==> src/verilog/etb_map.vh <==
`ifndef ETB_MAP_VH
`define ETB_MAP_VH
`define ETB_CFG_ADDR 8'h00
`define ETB_STAT_ADDR 8'h04
`define ETB_PAGE_ADDR 8'h08
`define ETB_CMD_ADDR 8'h0c
`define ETB_B_HONOUR 0
`define ETB_B_EBS_TGT 1
`define ETB_B_TBS_TGT 2
`define ETB_B_REFETCH 3
`define ETB_B_RRT 4
`define ETB_B_HOLD_LAST 5
`define ETB_B_BGHOLD 6
`define ETB_B_TDMA 7
`define ETB_B_TREF 8
`define ETB_B_LAD_PHY 9
`define ETB_CFG_RESET 32'h0000_0184
`define ETB_CFG_MASK 32'h0000_03ff
`endif

==> src/verilog/etb_core.v <==
// Implementation choices: the placing of the registers and the AXI4-Lite register port.
`timescale 1ns/1ps
`default_nettype none
`include "etb_map.vh"
// emulator configuration block toward the target bus
module etb_core
(
    input wire CLOCK,
    input wire RESET_N,
    input wire [7:0] S_AXI_AWADDR,
    input wire S_AXI_AWVALID,
    output reg S_AXI_AWREADY,
    input wire [31:0] S_AXI_WDATA,
    input wire [3:0] S_AXI_WSTRB,
    input wire S_AXI_WVALID,
    output reg S_AXI_WREADY,
    output reg [1:0] S_AXI_BRESP,
    output reg S_AXI_BVALID,
    input wire S_AXI_BREADY,
    input wire [7:0] S_AXI_ARADDR,
    input wire S_AXI_ARVALID,
    output reg S_AXI_ARREADY,
    output reg [31:0] S_AXI_RDATA,
    output reg [1:0] S_AXI_RRESP,
    output reg S_AXI_RVALID,
    input wire S_AXI_RREADY,
    input wire CYC_START,
    input wire CYC_EMU_MEM,
    input wire CYC_EXT_MODE,
    input wire CYC_DMA,
    input wire CYC_REFRESH,
    input wire CYC_DONE,
    input wire MAP_WIDTH16,
    input wire TARGET_READY,
    input wire BUS_WIDTH_INPUTS,
    input wire BACKGROUND,
    input wire HOLD_REQUEST_IN,
    input wire STEPPING,
    input wire NMI_ACCEPTED,
    input wire PAGE_UPDATE,
    input wire [31:0] PAGE_LIVE,
    output reg CYC_WAIT,
    output reg CYC_WIDTH16,
    output reg ADDR_EXT_OUT,
    output reg HOLD_ACK,
    output reg TRACE_CAPTURE,
    output reg MON_BREAK_REQ,
    output reg CONV_REJECT,
    output reg STEP_FAIL,
    output reg LOAD_EXTENDED,
    output reg [31:0] PAGE_COPY
);
    reg [31:0] cfg_r;
    reg [31:0] cfg_act_r;
    reg aw_got_r;
    reg w_got_r;
    reg [7:0] aw_addr_r;
    reg [31:0] w_data_r;
    reg [3:0] w_strb_r;
    reg fg_ext_r;
    reg conv_pend_r;
    reg step_fail_r;

    wire [31:0] cfg_wr;
    wire wr_go;
    wire honour;
    wire use_tgt_width;
    wire ext_next;
    wire trace_next;
    wire hold_next;

    // byte-lane merge of a register word
    function [31:0] merge;
        input [31:0] old;
        input [31:0] nw;
        input [3:0] strb;
        integer i;
        begin
            merge = old;
            for (i = 0; i < 4; i = i + 1)
                if (strb[i])
                    merge[i*8 +: 8] = nw[i*8 +: 8];
        end
    endfunction

    assign wr_go = aw_got_r && w_got_r && !S_AXI_BVALID;
    assign cfg_wr = merge(cfg_r, w_data_r, w_strb_r) & `ETB_CFG_MASK;
    // the active copy only loads at cycle start so a cycle never sees a
    // setting change halfway through
    assign honour = cfg_act_r[`ETB_B_HONOUR];
    assign use_tgt_width = CYC_EMU_MEM ? cfg_act_r[`ETB_B_EBS_TGT]
                                       : cfg_act_r[`ETB_B_TBS_TGT];
    assign ext_next = cfg_act_r[`ETB_B_HOLD_LAST] ? fg_ext_r
                                                  : CYC_EXT_MODE;
    assign trace_next = CYC_DMA ? cfg_act_r[`ETB_B_TDMA]
                      : CYC_REFRESH ? cfg_act_r[`ETB_B_TREF]
                      : 1'b1;
    assign hold_next = BACKGROUND ? (cfg_act_r[`ETB_B_BGHOLD] && HOLD_REQUEST_IN)
                                  : HOLD_REQUEST_IN;

    always @(posedge CLOCK)
    begin
        if (!RESET_N)
        begin
            cfg_r <= `ETB_CFG_RESET;
            cfg_act_r <= `ETB_CFG_RESET;
            aw_got_r <= 1'b0;
            w_got_r <= 1'b0;
            aw_addr_r <= 8'h00;
            w_data_r <= 32'h0000_0000;
            w_strb_r <= 4'h0;
            S_AXI_AWREADY <= 1'b0;
            S_AXI_WREADY <= 1'b0;
            S_AXI_BVALID <= 1'b0;
            S_AXI_BRESP <= 2'b00;
            S_AXI_ARREADY <= 1'b0;
            S_AXI_RVALID <= 1'b0;
            S_AXI_RRESP <= 2'b00;
            S_AXI_RDATA <= 32'h0000_0000;
            fg_ext_r <= 1'b0;
            conv_pend_r <= 1'b0;
            step_fail_r <= 1'b0;
            CYC_WAIT <= 1'b0;
            CYC_WIDTH16 <= 1'b0;
            ADDR_EXT_OUT <= 1'b0;
            HOLD_ACK <= 1'b0;
            TRACE_CAPTURE <= 1'b0;
            MON_BREAK_REQ <= 1'b0;
            CONV_REJECT <= 1'b0;
            STEP_FAIL <= 1'b0;
            LOAD_EXTENDED <= 1'b1;
            PAGE_COPY <= 32'h0000_0000;
        end
        else
        begin
            // write channel: address and data taken in either order
            S_AXI_AWREADY <= !aw_got_r && !S_AXI_AWREADY && S_AXI_AWVALID;
            S_AXI_WREADY <= !w_got_r && !S_AXI_WREADY && S_AXI_WVALID;
            if (S_AXI_AWVALID && S_AXI_AWREADY)
            begin
                aw_got_r <= 1'b1;
                aw_addr_r <= S_AXI_AWADDR;
            end
            if (S_AXI_WVALID && S_AXI_WREADY)
            begin
                w_got_r <= 1'b1;
                w_data_r <= S_AXI_WDATA;
                w_strb_r <= S_AXI_WSTRB;
            end
            conv_pend_r <= 1'b0;
            if (wr_go)
            begin
                aw_got_r <= 1'b0;
                w_got_r <= 1'b0;
                S_AXI_BVALID <= 1'b1;
                S_AXI_BRESP <= 2'b00;
                case (aw_addr_r)
                    `ETB_CFG_ADDR: cfg_r <= cfg_wr;
                    `ETB_PAGE_ADDR: PAGE_COPY <= merge(PAGE_COPY, w_data_r,
                                                       w_strb_r);
                    `ETB_CMD_ADDR: conv_pend_r <= w_data_r[0];
                    `ETB_STAT_ADDR: S_AXI_BRESP <= 2'b00;
                    default: S_AXI_BRESP <= 2'b10;
                endcase
            end
            else if (S_AXI_BVALID && S_AXI_BREADY)
                S_AXI_BVALID <= 1'b0;

            // read channel
            S_AXI_ARREADY <= !S_AXI_ARREADY && !S_AXI_RVALID && S_AXI_ARVALID;
            if (S_AXI_ARVALID && S_AXI_ARREADY)
            begin
                S_AXI_RVALID <= 1'b1;
                S_AXI_RRESP <= 2'b00;
                case (S_AXI_ARADDR)
                    `ETB_CFG_ADDR: S_AXI_RDATA <= cfg_r;
                    `ETB_STAT_ADDR: S_AXI_RDATA <= {26'h0, step_fail_r,
                        CONV_REJECT, MON_BREAK_REQ, fg_ext_r,
                        HOLD_ACK, ADDR_EXT_OUT};
                    `ETB_PAGE_ADDR: S_AXI_RDATA <= PAGE_COPY;
                    `ETB_CMD_ADDR: S_AXI_RDATA <= 32'h0000_0000;
                    default:
                    begin
                        S_AXI_RDATA <= 32'h0000_0000;
                        S_AXI_RRESP <= 2'b10;
                    end
                endcase
            end
            else if (S_AXI_RVALID && S_AXI_RREADY)
                S_AXI_RVALID <= 1'b0;

            if (CYC_START)
                cfg_act_r <= cfg_r;

            if (!BACKGROUND && CYC_START)
                fg_ext_r <= CYC_EXT_MODE;

            // a conversion request: reject, break for live pages, or use copy
            if (conv_pend_r)
            begin
                if (cfg_act_r[`ETB_B_REFETCH] && cfg_act_r[`ETB_B_RRT])
                    CONV_REJECT <= 1'b1;
                else if (cfg_act_r[`ETB_B_REFETCH])
                    MON_BREAK_REQ <= 1'b1;
                else
                    CONV_REJECT <= 1'b0;
            end
            else if (wr_go && aw_addr_r == `ETB_STAT_ADDR)
            begin
                CONV_REJECT <= 1'b0;
            end
            if (PAGE_UPDATE)
            begin
                PAGE_COPY <= PAGE_LIVE;
                MON_BREAK_REQ <= 1'b0;
            end

            // set wins over a software clear of the failure flag
            if (STEPPING && NMI_ACCEPTED)
                step_fail_r <= 1'b1;
            else if (wr_go && aw_addr_r == `ETB_STAT_ADDR && w_data_r[5])
                step_fail_r <= 1'b0;
            STEP_FAIL <= STEPPING && NMI_ACCEPTED;

            CYC_WAIT <= CYC_EMU_MEM ? (honour && !TARGET_READY)
                                    : !TARGET_READY;
            CYC_WIDTH16 <= use_tgt_width ? BUS_WIDTH_INPUTS
                                         : MAP_WIDTH16;
            ADDR_EXT_OUT <= BACKGROUND ? ext_next : CYC_EXT_MODE;
            HOLD_ACK <= hold_next;
            TRACE_CAPTURE <= CYC_DONE && trace_next;
            LOAD_EXTENDED <= !cfg_act_r[`ETB_B_LAD_PHY];
        end
    end
endmodule // etb_core
`default_nettype wire

==> config.mk <==
export PLATFORM = sky130hd
export DESIGN_NAME = etb_core
export DESIGN_NICKNAME = d
export VERILOG_FILES = /design/src/verilog/etb_core.v
export VERILOG_INCLUDE_DIRS = /design/src /design/src/verilog
export SDC_FILE = /design/constraint.sdc
export NUM_CORES = 1
export LEC_CHECK = 0
export BUFFER_PORTS_ARGS = -buffer_cell sky130_fd_sc_hd__buf_2
export CAP_MARGIN = 20
export CELL_PAD_IN_SITES_DETAIL_PLACEMENT = 0
export CELL_PAD_IN_SITES_GLOBAL_PLACEMENT = 2
export CORE_MARGIN = 5
export CORE_UTILIZATION = 33
export CTS_CLUSTER_SIZE = 30
export DETAILED_ROUTE_END_ITERATION = 10
export PLACE_DENSITY = 0.83
export SKIP_CTS_REPAIR_TIMING = 1
export SLEW_MARGIN = 5
export SYNTH_ARGS = -nofsm -noshare
export SYNTH_HDL_FRONTEND = slang
export SYNTH_SLANG_ARGS = --single-unit
==> constraint.sdc <==
create_clock -name CLOCK -period 3.8 [get_ports CLOCK]
set_clock_uncertainty 0.05 [all_clocks]
set_input_delay 0.57 -clock CLOCK [delete_from_list [all_inputs] [get_ports CLOCK]]
set_output_delay 0.57 -clock CLOCK [all_outputs]
set_load 0.01 [all_outputs]
======== Yosys cells after proc, flatten, opt, wreduce, memory -nomap -nowiden ========
Index checks and enable logic that the tools add are counted.
W data, S select, Z words.
operators by class
  bitwise gates (word level) .............. 2
  equality and inequality tests ........... 7
  reduce and logical (&&, ||, !) cells .... 56
  multiplexer cells ....................... 28
operator list
  operator              count
  $mux W32              3
  $pmux W32 S3          1
  $eq A8 B4 Y1 const B  4
  $mux W8               4
  $reduce_and A3 Y1     8
  $logic_and A1 B1 Y1   21
  $reduce_bool A2 Y1    10
  $mux W1               18
  $eq A8 B3 Y1 const B  2
  $logic_not A8 Y1      2
  $logic_not A1 Y1      10
  $reduce_or A4 Y1      2
  $mux W2               2
  $reduce_or A2 Y1      2
  $ne A3 B2 Y1 const B  1
  $not A1 Y1            2
  $reduce_and A2 Y1     1
storage, ports and cells
  output and inout bits ................... 82
  input bits .............................. 105
  register bits after elaboration ......... 151
  word-level logic and storage cells ...... 125

======== Depth between registers and ports, before layout ========
  depth after elaboration ................. 6
  depth in mapped cells ................... 7
  mapped depth without buffers ............ 4

======== Least setup slack after synthesis ========
No wires, ideal clock.
  path kind ............................... in2reg
  start point ............................. input S_AXI_ARADDR[4]
  end point ............................... register S_AXI_RDATA[0]
  arrival time ............................ 1.903 ns
  path buffers ............................ 0
  stages .................................. 4
  data required time ...................... 3.684 ns
  setup slack ............................. 1.781 ns
  setup time .............................. 0.066 ns
  cell sequence ........................... or4_1 > a2111oi_2 > a22oi_1 > nor2b_1
on the way
  word-level cells in the longest chain between the ends .. 2
  elaborated cells between the ends (all ways) .. 4
  classes of those cells .................. eq/ne: 2; mux: 1; reduce/logical: 1
RTL lines
  what                                  line            text
  from (decl)                           etb_core.v:20   input wire [7:0] S_AXI_ARADDR,
  $eq A8 B4 Y1 (tied with other cells)  etb_core.v:175  case (S_AXI_ARADDR)
  $pmux W32 S3 *                        etb_core.v:175
  to (signal assigned)                  etb_core.v:176  `ETB_CFG_ADDR: S_AXI_RDATA <= cfg_r;
  to (signal assigned)                  etb_core.v:177  `ETB_STAT_ADDR: S_AXI_RDATA <= {26'h0, step_fail_r,
  to (decl)                             etb_core.v:23   output reg [31:0] S_AXI_RDATA,
Every way passes the cells marked *; elsewhere a longest branch is shown, timed or not.
A chain may end at the register's enable or synchronous reset.

======== Worst setup path in the final report ========
  start point ............................. register S_AXI_BVALID
  end point ............................... register PAGE_COPY[12]
on the way
  word-level cells in the longest chain between the ends .. 4
RTL lines
  what                          line            text
  from (decl)                   etb_core.v:18   output reg S_AXI_BVALID,
  from (signal assigned)        etb_core.v:114  S_AXI_BVALID <= 1'b0;
  from (signal assigned)        etb_core.v:155  S_AXI_BVALID <= 1'b1;
  from (signal assigned)        etb_core.v:167  S_AXI_BVALID <= 1'b0;
  $logic_not A1 Y1              etb_core.v:86   assign wr_go = aw_got_r && w_got_r && !S_AXI_BVALID;
  $logic_and A1 B1 Y1           etb_core.v:86
  $reduce_bool A2 Y1 (no line)  --
  $reduce_and A3 Y1 (no line)   --
  to (signal assigned)          etb_core.v:159  `ETB_PAGE_ADDR: PAGE_COPY <= merge(PAGE_COPY, w_data_r,
  to (decl)                     etb_core.v:51   output reg [31:0] PAGE_COPY
Every way passes these cells.

==> impl_metrics.yaml <==
floorplanning:
  start_util_pct: 33.2
  num_rows: 50
  fp.coreArea_um2: 18500
  dieHeight_um: 146
  dieArea_um2: 21400
  io_pins: 187
  dieWidth_um: 146
drt:
  drt_wl_total_um: 18100
  drcViolationCount: 0
  route.met3.wl_um: 1010
  vias: 5204
  dr.pass1.iters: 4
  drt_first_iter_violations: 248
  drtAntennaViolNets: 0
  highest_layer: "met4"
  viasPerCell: 4.91
  dr_wl_met2_um: 7920
  routedWlPerCell_um: 17.1
  m1WireLength_um: 8670
hold_path:
  min_from: "TARGET_READY"
  hp-class: "in -> reg"
clock_network:
  cts_tree: "done"
  cts.sinks: 149
  cts_buffers: 17
  path_clk_slew_ns: 0.06
  cts-root-buf: "clkbuf_16"
  cts_buffer_depth: 2
  htree_num_levels: 4
  insertion_delay_ns: 0.42
timing:
  maxSlewHeadroom_pct: 37.6
  slew_viol_final: 0
  rsz0062_at_grt: "false"
  finalHoldViolCount: 0
  min_period_ns: 2.46
  setup_viol: 0
  timing.final.crit_share_pct: 64.8
  fmax_ghz: 0.406
  fin_setup_tns_ns: 0
  tightestPinTransition_ns: 0.936
placed_design:
  place_congestion: 0.824
  portBuffers: 184
  place_inst: 1027
  hpwl_um: 13600
critical_path:
  r2r-start: "S_AXI_BVALID"
  path_cells: "nand3b_1 -> or4_1 -> nor3_1 -> a211oi_2"
  crit_fanout: 16
  max_stage_delay_ns: 1.03
  startpoint_type: "flip-flop"
  critPathCaptureType: "flip-flop"
  required_ns: 4.02
  slowest_stage: "or4_1"
  critical_path.startpoint: "S_AXI_BVALID"
  worst_ep_arrival_time_ns: 2.69
  crit_buf_inv: 0
  path_delay_family: "simple AND/OR/NAND/NOR gates"
  critPathKind: "reg -> reg"
power:
  swShare_pct: 24.6
  internal_power_mw: 2.71
  switchingPower_mw: 0.883
  p_clk_share_pct: 45.9
  peakVddDrop_mv: 0.284
  power_frac_comb_pct: 8.2
  power_mw: 3.59
  powerDensity_nw_per_um2: 460
  p_leak_nw: 3.35
  share_seq_of_total_power_pct: 45.9
global_route:
  grt_pass1_vias: 5360
  antenna_found_initial: 1
  grt_max_degree: 104
  grtUsageTotal_pct: 16.8
  grt_overflow: 0
  grt_pass1_wl_um: 28900
logic_synthesis:
  synth_top_area_share_pct: 48.5
  synth_area_um2: 6140
  yosys.cell_count.top_type: "dfxtp_1"
  synthArstFlopShare_pct: 0
  synth_edf_count: 0
  yosysSeqAreaShare_pct: 48.5
  synth_flop_cell: "dfxtp_1"
  synthTopCellsByArea: "dfxtp_1, mux2i_1, nand2_1, a21boi_0, nor2b_1"
  yosysTopAreaCell: "dfxtp_1"
  synth.avg_cell_area_um2: 9.45
  ys_types: 44
  synth_common_cells: "dfxtp_1, nand2_1, a21boi_0"
  syn-instance-count: 650
  ys_seq_elements: 149
  synth_warnings: 0
final_layout:
  layout-drive-gt1-share_pct: 30.8
  stdcell_count: 1060
  syn2layout_area_growth_pct: 27.1
  nNetsFinal: 917
flow_run:
  drv_cap: 0
outcome:
  status: "finished clean"
area by class of cell:
| cell class | count | area [µm²] |
|---|---|---|
| fill | 1884 | 10700 |
| sequential | 149 | 2980 |
| multi-input combinational | 447 | 2950 |
| timing repair buffer | 193 | 991 |
| clock buffer | 17 | 425 |
| tap | 234 | 293 |
| clock inverter | 15 | 155 |
| inverter | 4 | 15.0 |
| antenna | 1 | 2.50 |
cells in the final DEF, fill, tap and decap left out, drive strengths merged, types with 4 or more instances in the layout:
cell,instances
buf,193
a21oi,13
clkinvlp,6
o21ai,32
nand2b,4
o31ai,8
dfxtp,149
a22oi,32
mux2i,45
nor2,14
nand2,106
or4,4
nand3,17
or2,6
mux2,4
nor2b,44
nor4,7
inv,6
clkbuf,17
nor3,11
clkinv,5
o211a,17
a211oi,8
o2bb2ai,6
a21boi,47
nand3b,6
state kept, by name, indices dropped and copies added (netlist names), 4 cells and up:
register,cells
w_data_r,32
cfg_act_r,10
cfg_r,10
S_AXI_RDATA,32
PAGE_COPY,32
aw_addr_r,8
w_strb_r,4
metal layers:
layer,track usage (%),up-vias
met3,4.81,34
met4,6.49,0
met2,25.4,140
met1,22.8,2418
li1,-,2612
met5,0,-
power groups by stage:
| stage | clock, mW | sequential (mW) | combinational, mW |
|---|---|---|---|
| floorplan | 0 | 1.68 | 0.162 |
| global placement | 0 | 1.68 | 0.293 |
| detailed placement | 0 | 1.68 | 0.297 |
| CTS | 1.69 | 1.65 | 0.298 |
| global route | 1.77 | 1.66 | 0.327 |
| finish | 1.65 | 1.65 | 0.295 |
cells by family (layout without fill, tap and decap cells):
group | count (synthesis) | in the layout | share of synthesized area, %
muxes | 49 | 49 | 8.06
buffers and inverters | 55 | 229 | 3.73
other | 1 | 3 | 0.0610
and+or+nand+nor | 228 | 228 | 19.3
DFF | 149 | 149 | 48.5
AOI/OAI and AO/OA | 168 | 168 | 20.3
per-stage QoR:
stage | utilization (%) | hold WS [ns] | instance area (µm²) | setup WS, ns
2_1_floorplan | - | 0.307 | 6150 | 1.78
6_report | 42.2 | 0.266 | 7810 | 1.34
3_3_place_gp | 39.0 | 0.322 | 7230 | 1.47
5_1_grt | 42.2 | 0.256 | 7810 | 1.17
3_5_place_dp | 39.0 | 0.318 | 7230 | 1.32
4_1_cts | 42.2 | 0.244 | 7810 | 1.32
path summary, 6_finish.rpt:
check | end | slack (ns) | cells past startpoint
worst max-delay path | PAGE_COPY[12] | 1.34 | 4
worst max register to register | PAGE_COPY[12] | 1.34 | 4
worst min-delay path | CYC_WAIT | 0.27 | 2
worst min register to register | LOAD_EXTENDED | 0.33 | 1
Power figures use the tool's default switching activity.
